### config.mk
export PLATFORM = sky130hd
export DESIGN_NAME = fm_mon_top
export DESIGN_NICKNAME = d
export VERILOG_FILES = /design/src/verilog/fm_pkg.sv /design/src/verilog/fm_lol_mon.sv /design/src/verilog/fm_mon_top.sv /design/src/verilog/fm_tick.sv
export SDC_FILE = /design/constraint.sdc
export NUM_CORES = 1
export LEC_CHECK = 0
export BUFFER_PORTS_ARGS = -buffer_cell sky130_fd_sc_hd__buf_2
export CAP_MARGIN = 10
export CORE_ASPECT_RATIO = 1.2
export CORE_MARGIN = 4
export CORE_UTILIZATION = 35
export DETAILED_ROUTE_END_ITERATION = 10
export SLEW_MARGIN = 20
export SYNTH_ARGS = -nofsm -noshare
export SYNTH_HDL_FRONTEND = slang
export SYNTH_HIERARCHICAL = 1
export SYNTH_SLANG_ARGS = --single-unit
### constraint.sdc
create_clock -name clk_sys_in -period 8.8 [get_ports clk_sys_in]
set_input_delay 0.44 -clock clk_sys_in [delete_from_list [all_inputs] [get_ports clk_sys_in]]
set_output_delay 0.44 -clock clk_sys_in [all_outputs]
set_load 0.005 [all_outputs]
### src/verilog/fm_pkg.sv
// Purpose: shared constants, types and helpers of the clock fault monitor
// Assumes: 10 MHz system clock; offsets in signed 1/16 ppm units
// Notes: lock differences are in 0.1 ppm units
package fm_pkg;
  // System clock
  localparam int CLK_PERIOD_NS = 100;
  // Clear-delay timer unit for the lock monitors
  localparam int LOL_TICK_NS = 1000000;
  localparam int LOL_TICK_CYC = (LOL_TICK_NS + CLK_PERIOD_NS - 1) / CLK_PERIOD_NS;
  // Sizes
  localparam int N_IN = 3;
  localparam int N_SRC = 4;
  localparam int N_LOOP = 4;
  localparam int N_IND = 7;
  localparam int N_DRV = 7;
  localparam int OFS_W = 24;
  localparam int LOL_W = 17;
  // Frequency limits: 500 ppm and 4000 ppm in 1/16 ppm steps
  localparam logic [12:0] WIN_MAX = 13'h1f40;
  localparam logic [24:0] FAST_LIM = 25'h000fa00;
  // Lock threshold range: 0.1 ppm to 10000 ppm in 0.1 ppm steps
  localparam logic [LOL_W-1:0] LOL_THR_MIN = 17'h00001;
  localparam logic [LOL_W-1:0] LOL_THR_MAX = 17'h186a0;
  // Neighbour output ceiling in cascade mode, kHz
  localparam logic [15:0] OUT5_MAX_KHZ = 16'h82dc;
  // Reset values
  localparam logic [N_IND-1:0] STICKY_RST = 7'h00;
  localparam logic LOL_RST = 1'b1;
  localparam logic [1:0] XPT_RST = 2'h0;
  localparam logic [1:0] XPT_LOOPS = 2'h3;

  // Zero-ppm reference choice
  typedef enum logic [2:0] {
    FM_REF_PIN,
    FM_REF_IN0,
    FM_REF_IN1,
    FM_REF_IN2,
    FM_REF_XTAL
  } fm_ref_sel_t;

  // Frequency monitor configuration
  typedef struct packed {
    logic prec_en;
    logic fast_en;
    logic [12:0] win;
    logic [12:0] hyst;
    fm_ref_sel_t ref_sel;
  } fm_oof_cfg_t;

  // Lock monitor configuration for one loop
  typedef struct packed {
    logic [LOL_W-1:0] set_thr;
    logic [LOL_W-1:0] clr_thr;
    logic dly_en;
    logic [15:0] dly_ms;
  } fm_lol_cfg_t;

  // Magnitude of a signed relative offset
  function automatic logic [24:0] fm_mag(input logic signed [24:0] v);
    fm_mag = v[24] ? 25'(-v) : 25'(v);
  endfunction

  // Keep a lock threshold inside its legal range
  function automatic logic [LOL_W-1:0] fm_lol_clamp(input logic [LOL_W-1:0] t);
    if (t < LOL_THR_MIN) begin
      fm_lol_clamp = LOL_THR_MIN;
    end else if (t > LOL_THR_MAX) begin
      fm_lol_clamp = LOL_THR_MAX;
    end else begin
      fm_lol_clamp = t;
    end
  endfunction
endpackage

### src/verilog/fm_lol_mon.sv
// Purpose: loss-of-lock monitor for one synthesis loop
// Assumes: diff_in is the phase detector frequency difference, 0.1 ppm units
// Notes: set and clear comparators differ, giving hysteresis
`timescale 1ns/1ps
module fm_lol_mon (
  input logic clk_sys_in,                  // System clock
  input logic rstn_in,                     // Synchronous reset, active low
  input logic [fm_pkg::LOL_W-1:0] diff_in, // Measured difference
  input logic stb_in,                      // Difference valid pulse
  input fm_pkg::fm_lol_cfg_t cfg_in,       // Thresholds and delay
  input logic tick_in,                     // Delay time unit enable
  output logic lol_out                     // Live loss of lock
);
  import fm_pkg::*;
  typedef enum logic [1:0] {ST_UNLOCK, ST_WAIT, ST_LOCK} fm_lol_st_t;
  fm_lol_st_t st;
  fm_lol_st_t next_st;
  logic [15:0] cnt;
  // Comparators against clamped thresholds
  wire [LOL_W-1:0] set_t = fm_lol_clamp(cfg_in.set_thr);
  wire [LOL_W-1:0] clr_t = fm_lol_clamp(cfg_in.clr_thr);
  wire over = stb_in && (diff_in > set_t);
  wire under = stb_in && (diff_in < clr_t);
  wire back = stb_in && !under;
  wire use_dly = cfg_in.dly_en && (cfg_in.dly_ms != 16'h0);
  wire expired = tick_in && (cnt == 16'h1);

  // Set wins; clear waits for the optional timer
  always_comb begin
    next_st = st;
    case (st)
      ST_LOCK: next_st = over ? ST_UNLOCK : ST_LOCK;
      ST_UNLOCK: begin
        if (under && !over) begin
          next_st = use_dly ? ST_WAIT : ST_LOCK;
        end
      end
      ST_WAIT: begin
        if (over || back) begin
          next_st = ST_UNLOCK;
        end else if (expired) begin
          next_st = ST_LOCK;
        end
      end
      default: next_st = ST_UNLOCK;
    endcase
  end

  // State, timer and live indicator
  always_ff @(posedge clk_sys_in) begin
    if (!rstn_in) begin
      st <= ST_UNLOCK;
      cnt <= 16'h0;
      lol_out <= LOL_RST;
    end else begin
      st <= next_st;
      if (st != ST_WAIT) begin
        cnt <= cfg_in.dly_ms;
      end else if (tick_in) begin
        cnt <= cnt - 16'h1;
      end
      lol_out <= (next_st != ST_LOCK);
    end
  end

  property p_lol_set;
    @(posedge clk_sys_in) disable iff (!rstn_in) over |=> lol_out;
  endproperty
  a_lol_set: assert property (p_lol_set)
    else $error("lock loss not raised above set threshold");

  property p_lol_hold;
    @(posedge clk_sys_in) disable iff (!rstn_in)
      (st == ST_WAIT && cnt != 16'h1) |=> lol_out;
  endproperty
  a_lol_hold: assert property (p_lol_hold)
    else $error("lock loss cleared before delay ran out");

  property p_lol_fast_clr;
    @(posedge clk_sys_in) disable iff (!rstn_in)
      (st == ST_UNLOCK && under && !over && !use_dly) |=> !lol_out;
  endproperty
  a_lol_fast_clr: assert property (p_lol_fast_clr)
    else $error("lock loss not cleared below clear threshold");
endmodule

### src/verilog/fm_mon_top.sv
// Purpose: input frequency and loop lock status monitor with interrupt
// Assumes: measurement front end delivers offsets on the system clock
// Notes: offsets are versus the crystal, signed, 1/16 ppm units
//
// Notes on behaviour
// - Check three inputs against one selected reference
// - Final status combines precise and fast monitors
// - Frequency status has live and sticky bits
// - Precise monitor resolves one sixteenth ppm
// - Window up to 500 ppm, sixteenth steps
// - Programmable hysteresis between assert and deassert
// - Reference is pin, any input, or crystal
// - Fast monitor flags moves beyond 4000 ppm
// - Each loop has its own lock monitor
// - Active-low unlock pin per loop and reference
// - Separate set and clear lock comparators
// - Lock thresholds programmable 0.1 to 10000 ppm
// - Optional timer delays lock loss clearing
// - Lock loss has live and sticky bits
// - Interrupt asserts while any unmasked sticky indicator is set
// - Each indicator has its own mask
// - Interrupt releases when sticky bits are cleared
// - Crosspoint routes each driver to loop selection 0, 1 or 2
// - Seven drivers, differential or single-ended pair
// - Cascade gives 1 Hz, neighbour limited 33.5 MHz
`timescale 1ns/1ps
module fm_mon_top #(
  parameter int TICK_CYC = fm_pkg::LOL_TICK_CYC
) (
  input logic clk_sys_in,                                   // System clock
  input logic rstn_in,                                      // Sync reset, low
  input fm_pkg::fm_oof_cfg_t oof_cfg_in,                    // Freq config
  input logic signed [fm_pkg::OFS_W-1:0] prec_ofs_in [4],   // Ref pin, in0..2
  input logic prec_stb_in,                                  // Precise round done
  input logic signed [fm_pkg::OFS_W-1:0] fast_ofs_in [4],   // Coarse offsets
  input logic fast_stb_in,                                  // Coarse round done
  input fm_pkg::fm_lol_cfg_t lol_cfg_in [4],                // Loops a, c, d, ref
  input logic [fm_pkg::LOL_W-1:0] lol_diff_in [4],          // Detector diffs
  input logic lol_stb_in,                                   // Diffs valid
  input logic [fm_pkg::N_IND-1:0] sticky_clr_in,            // Clear bits
  input logic sticky_clr_stb_in,                            // Clear write
  input logic [fm_pkg::N_IND-1:0] irq_mask_in,              // 1 masks
  input logic [1:0] xpt_nvm_in [7],                         // Power-up routing
  input logic [1:0] xpt_sel_in [7],                         // New routing
  input logic xpt_wr_in,                                    // Routing write
  input logic [fm_pkg::N_DRV-1:0] drv_se_in,                // 1 single-ended
  input logic casc_1hz_in,                                  // 1 Hz cascade
  input logic [15:0] out5_khz_in,                           // Neighbour freq
  output logic [fm_pkg::N_IN-1:0] oof_live_out,             // Live freq fault
  output logic [fm_pkg::N_IND-1:0] sticky_out,              // Sticky status
  output logic [fm_pkg::N_LOOP-1:0] lol_live_out,           // Live lock loss
  output logic unlock_pin_loop_a_n_out,                     // Loop a pin
  output logic unlock_pin_loop_c_n_out,                     // Loop c pin
  output logic unlock_pin_loop_d_n_out,                     // Loop d pin
  output logic unlock_pin_n_out,                            // Reference pin
  output logic irq_out_n,                                   // Interrupt, low
  output logic [1:0] xpt_route_out [7],                     // Driver source
  output logic [fm_pkg::N_DRV-1:0] drv_se_out,              // Driver format
  output logic [3:0] se_pairs_out,                          // Single-ended count
  output logic casc_1hz_out,                                // Cascade active
  output logic out5_over_out                                // Neighbour too fast
);
  import fm_pkg::*;

  // Reference offset selection; crystal is the zero of the offsets
  logic signed [OFS_W-1:0] ref_prec;
  logic signed [OFS_W-1:0] ref_fast;
  always_comb begin
    case (oof_cfg_in.ref_sel)
      FM_REF_PIN: begin
        ref_prec = prec_ofs_in[0];
        ref_fast = fast_ofs_in[0];
      end
      FM_REF_IN0: begin
        ref_prec = prec_ofs_in[1];
        ref_fast = fast_ofs_in[1];
      end
      FM_REF_IN1: begin
        ref_prec = prec_ofs_in[2];
        ref_fast = fast_ofs_in[2];
      end
      FM_REF_IN2: begin
        ref_prec = prec_ofs_in[3];
        ref_fast = fast_ofs_in[3];
      end
      default: begin
        ref_prec = '0;
        ref_fast = '0;
      end
    endcase
  end

  // Window and its lower deassert edge, clamped to the legal span
  wire [12:0] win = (oof_cfg_in.win > WIN_MAX) ? WIN_MAX : oof_cfg_in.win;
  wire [12:0] win_lo = (win > oof_cfg_in.hyst) ? 13'(win - oof_cfg_in.hyst)
                                               : 13'h0;
  wire [24:0] win_w = {12'h000, win};
  wire [24:0] win_lo_w = {12'h000, win_lo};

  logic [N_IN-1:0] prec_bad;
  logic [N_IN-1:0] fast_bad;
  logic [N_IN-1:0] next_prec_bad;
  logic [N_IN-1:0] next_fast_bad;
  logic [24:0] prec_mag [N_IN];
  logic [24:0] fast_mag [N_IN];

  // Per input: relative offsets in 1/16 ppm and both monitor decisions
  genvar gi;
  generate
    for (gi = 0; gi < N_IN; gi++) begin : g_in
      assign prec_mag[gi] = fm_mag(25'(prec_ofs_in[gi+1]) - 25'(ref_prec));
      assign fast_mag[gi] = fm_mag(25'(fast_ofs_in[gi+1]) - 25'(ref_fast));
      assign next_prec_bad[gi] = !oof_cfg_in.prec_en ? 1'b0 :
                                 !prec_stb_in ? prec_bad[gi] :
                                 (prec_mag[gi] > win_w) ? 1'b1 :
                                 (prec_mag[gi] <= win_lo_w) ? 1'b0 : prec_bad[gi];
      assign next_fast_bad[gi] = !oof_cfg_in.fast_en ? 1'b0 :
                                 !fast_stb_in ? fast_bad[gi] :
                                 (fast_mag[gi] > FAST_LIM);
    end
  endgenerate

  // Combined status: any enabled flag asserts, all clear to deassert
  wire [N_IN-1:0] next_oof = next_prec_bad | next_fast_bad;

  // Monitor flag registers
  always_ff @(posedge clk_sys_in) begin
    if (!rstn_in) begin
      prec_bad <= '0;
      fast_bad <= '0;
      oof_live_out <= '0;
    end else begin
      prec_bad <= next_prec_bad;
      fast_bad <= next_fast_bad;
      oof_live_out <= next_oof;
    end
  end

  // Lock monitors share one delay time base
  logic tick;
  logic [N_LOOP-1:0] lol;
  fm_tick #(.CYC(TICK_CYC)) u_tick (
    .clk_sys_in(clk_sys_in),
    .rstn_in(rstn_in),
    .tick_out(tick)
  );

  genvar gl;
  generate
    for (gl = 0; gl < N_LOOP; gl++) begin : g_loop
      fm_lol_mon u_lol (
        .clk_sys_in(clk_sys_in),
        .rstn_in(rstn_in),
        .diff_in(lol_diff_in[gl]),
        .stb_in(lol_stb_in),
        .cfg_in(lol_cfg_in[gl]),
        .tick_in(tick),
        .lol_out(lol[gl])
      );
    end
  endgenerate

  // Sticky status: live level sets and beats any clear
  wire [N_IND-1:0] live = {lol, oof_live_out};
  wire [N_IND-1:0] clr = sticky_clr_stb_in ? sticky_clr_in : '0;
  wire [N_IND-1:0] next_sticky = live | (sticky_out & ~clr);
  wire next_irq_n = ~|(next_sticky & ~irq_mask_in);

  // Status, pins and interrupt registers
  always_ff @(posedge clk_sys_in) begin
    if (!rstn_in) begin
      sticky_out <= STICKY_RST;
      lol_live_out <= '0;
      unlock_pin_loop_a_n_out <= 1'b1;
      unlock_pin_loop_c_n_out <= 1'b1;
      unlock_pin_loop_d_n_out <= 1'b1;
      unlock_pin_n_out <= 1'b1;
      irq_out_n <= 1'b1;
    end else begin
      sticky_out <= next_sticky;
      lol_live_out <= lol;
      unlock_pin_loop_a_n_out <= ~lol[0];
      unlock_pin_loop_c_n_out <= ~lol[1];
      unlock_pin_loop_d_n_out <= ~lol[2];
      unlock_pin_n_out <= ~lol[3];
      irq_out_n <= next_irq_n;
    end
  end

  // Crosspoint: stored routing loads once after reset, then host writes
  logic xpt_loaded;
  genvar gd;
  generate
    for (gd = 0; gd < N_DRV; gd++) begin : g_drv
      wire legal = (xpt_sel_in[gd] < XPT_LOOPS);
      always_ff @(posedge clk_sys_in) begin
        if (!rstn_in) begin
          xpt_route_out[gd] <= XPT_RST;
        end else if (!xpt_loaded) begin
          xpt_route_out[gd] <= (xpt_nvm_in[gd] < XPT_LOOPS) ? xpt_nvm_in[gd]
                                                           : XPT_RST;
        end else if (xpt_wr_in && legal) begin
          xpt_route_out[gd] <= xpt_sel_in[gd];
        end
      end
    end
  endgenerate

  // Single-ended pair count, two pins per driver
  function automatic logic [3:0] fm_pop(input logic [N_DRV-1:0] v);
    fm_pop = 4'h0;
    for (int k = 0; k < N_DRV; k++) begin
      fm_pop = fm_pop + {3'h0, v[k]};
    end
  endfunction

  // Driver format and cascade; neighbour limit applies only when cascaded
  always_ff @(posedge clk_sys_in) begin
    if (!rstn_in) begin
      xpt_loaded <= 1'b0;
      drv_se_out <= '0;
      se_pairs_out <= 4'h0;
      casc_1hz_out <= 1'b0;
      out5_over_out <= 1'b0;
    end else begin
      xpt_loaded <= 1'b1;
      drv_se_out <= drv_se_in;
      se_pairs_out <= fm_pop(drv_se_in);
      casc_1hz_out <= casc_1hz_in;
      out5_over_out <= casc_1hz_in && (out5_khz_in > OUT5_MAX_KHZ);
    end
  end

  property p_sticky_hold;
    @(posedge clk_sys_in) disable iff (!rstn_in)
      live[0] |=> sticky_out[0];
  endproperty
  a_sticky_hold: assert property (p_sticky_hold)
    else $error("sticky bit cleared while live condition stands");

  property p_sticky_clr;
    @(posedge clk_sys_in) disable iff (!rstn_in)
      (sticky_clr_stb_in && sticky_clr_in[6] && !lol[3]) |=> !sticky_out[6];
  endproperty
  a_sticky_clr: assert property (p_sticky_clr)
    else $error("sticky bit not cleared by host");

  property p_irq;
    @(posedge clk_sys_in) disable iff (!rstn_in)
      $past(rstn_in) |-> (irq_out_n == ~|(sticky_out & ~$past(irq_mask_in)));
  endproperty
  a_irq: assert property (p_irq)
    else $error("interrupt pin disagrees with unmasked sticky bits");

  property p_irq_release;
    @(posedge clk_sys_in) disable iff (!rstn_in)
      (!irq_out_n && !sticky_clr_stb_in && $stable(irq_mask_in)) |=> !irq_out_n;
  endproperty
  a_irq_release: assert property (p_irq_release)
    else $error("interrupt released with unmasked sticky bit set");

  property p_fast;
    @(posedge clk_sys_in) disable iff (!rstn_in)
      (fast_stb_in && oof_cfg_in.fast_en && fast_mag[0] > FAST_LIM)
        |=> ##1 oof_live_out[0];
  endproperty
  a_fast: assert property (p_fast)
    else $error("fast monitor missed a large move");

  property p_prec_dis;
    @(posedge clk_sys_in) disable iff (!rstn_in)
      (!oof_cfg_in.prec_en && !oof_cfg_in.fast_en) |=> !oof_live_out[1];
  endproperty
  a_prec_dis: assert property (p_prec_dis)
    else $error("status raised with both monitors disabled");

  property p_pin;
    @(posedge clk_sys_in) disable iff (!rstn_in)
      unlock_pin_loop_c_n_out == !lol_live_out[1];
  endproperty
  a_pin: assert property (p_pin)
    else $error("unlock pin does not follow live state");

  property p_limit;
    @(posedge clk_sys_in) disable iff (!rstn_in)
      (casc_1hz_in && out5_khz_in == 16'h82dd) |=> out5_over_out;
  endproperty
  a_limit: assert property (p_limit)
    else $error("neighbour limit not flagged");
endmodule

### src/verilog/fm_tick.sv
// Purpose: divider giving a one-cycle enable per clear-delay time unit
// Assumes: single system clock
// Notes: period is a parameter so simulation can shorten it
`timescale 1ns/1ps
module fm_tick #(
  parameter int CYC = 10000
) (
  input logic clk_sys_in,   // System clock
  input logic rstn_in,      // Synchronous reset, active low
  output logic tick_out     // One-cycle enable
);
  import fm_pkg::*;
  logic [31:0] cnt;
  wire wrap = (cnt == 32'(CYC - 1));

  // Free-running divider
  always_ff @(posedge clk_sys_in) begin
    if (!rstn_in) begin
      cnt <= 32'h0;
      tick_out <= 1'b0;
    end else begin
      cnt <= wrap ? 32'h0 : cnt + 32'h1;
      tick_out <= wrap;
    end
  end
endmodule
# After elaboration in Yosys (flattened, before gate mapping)
# Cells that the tools add are included.
# W data, S select, Z words.
[op_classes]
n_addsub = 24
magnitude_cmp = 50
eq_ne = 31
n_mux = 99
n_bitwise = 11
n_reduce_logical = 60
[op_table]
columns = ["operator", "n"]
rows = [
  ["$mux W17", 16],
  ["$pmux W24 S4", 2],
  ["$mux W25", 6],
  ["$neg A25 Y25", 6],
  ["$sub A24 B24 Y25", 6],
  ["$gt A17 B17 Y1 const B", 8],
  ["$lt A17 B1 Y1 const B", 8],
  ["$mux W16", 8],
  ["$mux W2", 41],
  ["$gt A25 B13 Y1", 3],
  ["$gt A25 B16 Y1 const B", 3],
  ["$le A25 B13 Y1", 3],
  ["$gt A17 B17 Y1", 4],
  ["$lt A17 B17 Y1", 4],
  ["$eq A16 B1 Y1 const B", 4],
  ["$reduce_bool A16 Y1", 4],
  ["$sub A16 B1 Y16 const B", 4],
  ["$add A32 B1 Y32 const B", 1],
  ["$eq A32 B14 Y1 const B", 1],
  ["$logic_and A1 B1 Y1", 32],
  ["$lt A2 B2 Y1 const B", 14],
  ["$mux W13", 2],
  ["$pmux W2 S3", 4],
  ["$ne A2 B1 Y1 const B", 11],
  ["other kinds (27)", 80],
]
[totals]
reg_bits = 162

# Longest topological paths before layout
[depth]
ltp_word = 11
ltp_mapped = 33

# Modules after synthesis
# Netlist, hierarchy kept.
[by_module_without_submodules]
columns = ["mod", "instances", "cells_per_inst", "area_per_inst_um2", "seq_area_each_um2"]
rows = [
  ["fm_mon_top", 1, 2536, 18225.0, 1041.0],
  ["fm_lol_mon", 4, 275, 2079.5, 380.4],
  ["fm_tick", 1, 184, 1602.8, 660.6],
]

# Worst setup path before layout
# No wires, ideal clock.
[synth_path]
path_kind = "input to register"
startpoint = "in oof_cfg_in[0] (netlist bit)"
endpoint = "reg oof_live_out[2] (netlist bit)"
setup_ns = 0.125
arrival_time_ns = 6.152
required_time_ns = 8.675
setup_slack_ns = 2.523
path_stages = 28
path_cell_list = "nor3b_1 -> clkbuf_1 -> clkbuf_1 -> a221oi_1 -> inv_1 -> fa_1 -> nand3b_1 -> a21oi_1 -> nor3_1 -> a211oi_1 -> nor2_1 -> o41ai_1 -> clkbuf_1 -> nor2_1 -> a21oi_1 -> ha_1 -> nor2b_1 -> o21a_1 -> o21a_1 -> o21a_1 -> o21a_1 -> o21ai_0 -> a21oi_1 -> a211o_1 -> nor4_1 -> o2111ai_1 -> nor4_1 -> o21bai_1"
[synth_between]
elab_chain_cells = 11
[synth_rtl]
columns = ["item", "line", "rtl"]
rows = [
  ["start: declaration", "fm_mon_top.sv:32", "input fm_pkg::fm_oof_cfg_t oof_cfg_in,"],
  ["$eq A3 B2 Y1 (tied with other cells)", "fm_mon_top.sv:69", "case (oof_cfg_in.ref_sel)"],
  ["$pmux W24 S4", "fm_mon_top.sv:69", ""],
  ["$sub A24 B24 Y25", "fm_mon_top.sv:111", "assign prec_mag[gi] = fm_mag(25'(prec_ofs_in[gi+1]) - 25'(ref_prec));"],
  ["$neg A25 Y25", "fm_pkg.sv:60", "fm_mag = v[24] ? 25'(-v) : 25'(v);"],
  ["$mux W25", "fm_pkg.sv:60", ""],
  ["$le A25 B13 Y1", "fm_mon_top.sv:116", "(prec_mag[gi] <= win_lo_w) ? 1'b0 : prec_bad[gi];"],
  ["$mux W1", "fm_mon_top.sv:116", ""],
  ["$mux W1", "fm_mon_top.sv:115", "(prec_mag[gi] > win_w) ? 1'b1 :"],
  ["$mux W1", "fm_mon_top.sv:114", "!prec_stb_in ? prec_bad[gi] :"],
  ["$mux W1", "fm_mon_top.sv:113", "assign next_prec_bad[gi] = !oof_cfg_in.prec_en ? 1'b0 :"],
  ["$or A3 B3 Y3 *", "fm_mon_top.sv:124", "wire [N_IN-1:0] next_oof = next_prec_bad | next_fast_bad;"],
  ["end signal: assignment", "fm_mon_top.sv:135", "oof_live_out <= next_oof;"],
  ["end: declaration", "fm_mon_top.sv:49", "output logic [fm_pkg::N_IN-1:0] oof_live_out,"],
]
# Mark *: on every way between the ends. The rest lies on a longest branch, timed or not.
# A chain may end at the register's enable or synchronous reset.

# Final worst setup path
[layout_path]
startpoint = "in oof_cfg_in[2] (netlist bit)"
endpoint = "reg oof_live_out[2] (netlist bit)"
# The elaborated chain is that of the path after synthesis.

==> results by group <==
Logic synthesis
  – Post-Syn Area: 28,100 um2
  – Synth Warn #: 6
  – Adder-cell share of the synthesized area: 0.179
  – EDFF count, synth: 0
  – Synth Register Bits: 161
  – Fraction of registers with async set/reset: 0
  – Synth Instances: 3,820
  – XOR/XNOR Fraction of Synth Area: 0.0622
  – Mux cell area share after synthesis: 0.0108
  – Compound-Gate Fraction of Synth Area: 0.305
  – Mapped Nets: 4,784
  – Sequential-to-total area share from yosys stat: 0.115
  – Synth Flop Type: dfxtp_1
  – Cell variety after synth: 105
  – Syn_area_per_cell: 7.37 um2
  – Main combinational cell family by area after synthesis: compound AO/OA/AOI/OAI gates
  – Simple-Gate Fraction of Synth Area: 0.287

Power and ir drop
  – Final Power: 4380 uW
  – Logic pwr share: 0.643
  – Register share of total power: 0.186
  – Clk pwr share: 0.171
  – Internal Power: 2290 uW
  – Psw: 2090 uW
  – Power per cell area: 134 nW/um2
  – Sw Ratio: 0.477
  – Maximum vdd ir drop: 0.132 mV
  – Leakage power: 0.0141 uW

Timing
  – Fmax: 147 MHz
  – Final Cycle Share: 0.774
  – Worst Tran Pin Value: 1.16 ns
  – Fin Setup TNS: 0 ns
  – Max-slew violations: 0
  – RSZ-0062 raised after global routing: false
  – Minimum clock period: 6.81 ns
  – Clock Skew: 0.0104 ns
  – WHS: 0.206 ns
  – Rel. slew slack: 0.229
  – # setup viols final: 0
  – Final Hold Vio Count: 0

Worst hold path
  – Hold Crit Class: in2reg

Placed design
  – GP Congestion: 1.01
  – PortBufs: 612
  – Post-DP HPWL: 95.2 mm

Clock tree
  – Hold_buf cts: 0
  – Clk pin slew, worst setup/hold paths: 0.07 ns
  – H-tree depth: 4
  – CTS buffer count: 17
  – Root Buffer Master: clkbuf_16
  – Post-CTS resize count: 0
  – Clock sinks: 161
  – Worst-skew pair later-pin latency: 0.47 ns
  – Longest Clk Path Bufs: 2
  – # Post-CTS Setup Buffers: 0
  – CTS tree: built

Setup path
  – CP max stage cell: and3b_2
  – Startpoint class of the critical path: input port
  – CP dominant cell by count: o21a_1
  – CP arrival: 7.16 ns
  – CP Data Required Time: 9.15 ns
  – Crit path capture type: flip-flop
  – Setup CP Type: in2reg
  – Critical Path Max Stage Delay: 0.54 ns
  – Worst-path fanout max: 48
  – FF-to-FF setup slack: 6.21 ns

Route
  – DR iter-0 viols: 2,464
  – Via density: 6.00
  – # DRC: 0
  – Pre-antenna DRT Iters: 7
  – WL/cell: 20.8 um
  – Antenna-violating nets left: 0
  – Total wire length: 112 mm
  – Total number of vias: 32,300

Global route
  – Largest net degree at the start of global routing: 62
  – Number of global-route vias before repair: 30,600
  – Tot GR Track Use: 0.248
  – Congestion Overflow GR: 0
  – Initial antenna violation count: 20
  – First-pass GRT wire length: 170 mm

Layout
  – # nets final: 5,290
  – Share of post-route cells with drive strength above 1: 0.182
  – Final core occ: 0.412
  – Syn-to-layout area delta: 16.3%

Die
  – Io pins: 614
  – # rows: 113
  – Die span in y: 319 um
  – Die Wd: 267 um
  – Starting Density: 0.354
  – Die area: 85,000 um2
  – Core area: 79,500 um2

Outcome
  – Status: complete, no violations

Job
  – Maximum capacitance violations: 0
-- cells in the final DEF (no fill, tap or decap), drive strengths merged, types with 50 or more instances in the layout --
cell type	netlist	final
nor4	93	93
a21oi	262	262
nor2	260	260
nand2	420	420
nand2b	62	62
buf	16	635
a21o	77	77
and2	51	51
o211a	55	55
or3	56	56
xor2	68	68
a31oi	57	57
o211ai	51	51
inv	141	147
dfxtp	161	161
nor3	103	103
o21a	59	59
nor2b	59	59
ha	385	385
xnor2	131	131
or4	50	50
a221oi	61	61
nand4	94	94
o21ai	189	189
nand3	113	113
-- worst max-delay path: cells and delay by family --
family,cells,cell delay [ns]
AO/OA/AOI/OAI,15,3.53
AND/OR/NAND/NOR,8,1.71
adder cells (fa/ha/maj),2,0.78
buffers and inverters,3,0.64
-- metrics by stage --
stage                     setup slack [ns]  instances  instance area (um2)
after global placement                1.79       5341                32100
final                                 1.99       5389                32700
after CTS                             2.21       5374                32700
after floorplan                       2.52       3820                28100
after detailed placement              1.70       5342                32100
after global routing                  1.46       5386                32700
-- layer usage --
metal	part of all wire	global-route usage	wire [um]
met1	0.41	0.297	46500
met5	0.00020	0	22
met3	0.060	0.0399	6690
met4	0.046	0.113	5140
met2	0.48	0.434	54000
-- Yosys cell counts, types with 88 or more instances --
cell type  instances  area, um2
nand3_1          112        561
nor2_1           260        976
ha_1             385       4820
xnor2_1          130       1140
nor3_1           103        515
o21ai_0          188        941
inv_1            141        529
nand4_1           93        582
nand2_1          420       1580
dfxtp_1          161       3220
clkbuf_1         131        492
nor4_1            88        551
a21oi_1          262       1310
-- state kept, by name (all words and copies together), names as in the netlist, 4 cells and up --
name                  cells
g_loop.u_lol/lol_out      4
g_loop.u_lol/cnt         64
lol_live_out              4
g_loop.u_lol/st           8
xpt_route_out            14
u_tick/cnt               32
sticky_out                7
drv_se_out                7
-- path summary, 6_finish.rpt --
kind,cells after the start,to,start
max,28,oof_live_out[2],oof_cfg_in[2]
min,2,drv_se_out[6],drv_se_in[6]
max reg2reg,7,g_loop[1].u_lol/lol_out,g_loop[1].u_lol/cnt[4]
min reg2reg,1,u_tick/cnt[0],u_tick/cnt[0]
-- area by class of cell --
| type | instances | area (um2) |
|---|---|---|
| clock inverter | 13 | 125 |
| clock buffer | 19 | 443 |
| inverter | 141 | 529 |
| antenna | 15 | 37.5 |
| tap | 1035 | 1290 |
| fill | 8436 | 46700 |
| timing repair buffer | 635 | 3240 |
| sequential | 161 | 3220 |
| multi-input combinational | 3370 | 23900 |
-- power groups by stage --
stage | Clock (uW) | Combinational, uW | Sequential [uW]
final | 750 | 2820 | 812
after global routing | 815 | 3120 | 819
after CTS | 786 | 2770 | 812
after detailed placement | 0 | 2760 | 828
after global placement | 0 | 2750 | 828
after floorplan | 0 | 1940 | 818
-- cell families (layout without fill, tap and decap cells) --
family,Yosys count,after routing
other,1,16
muxes,30,30
adders and majority gates,396,396
AOI/OAI and AO/OA,1213,1213
and+or+nand+nor,1531,1531
buffers and inverters,289,808
xor gates and xnor gates,199,199
DFF,161,161
(Power assumes the default switching activity.)
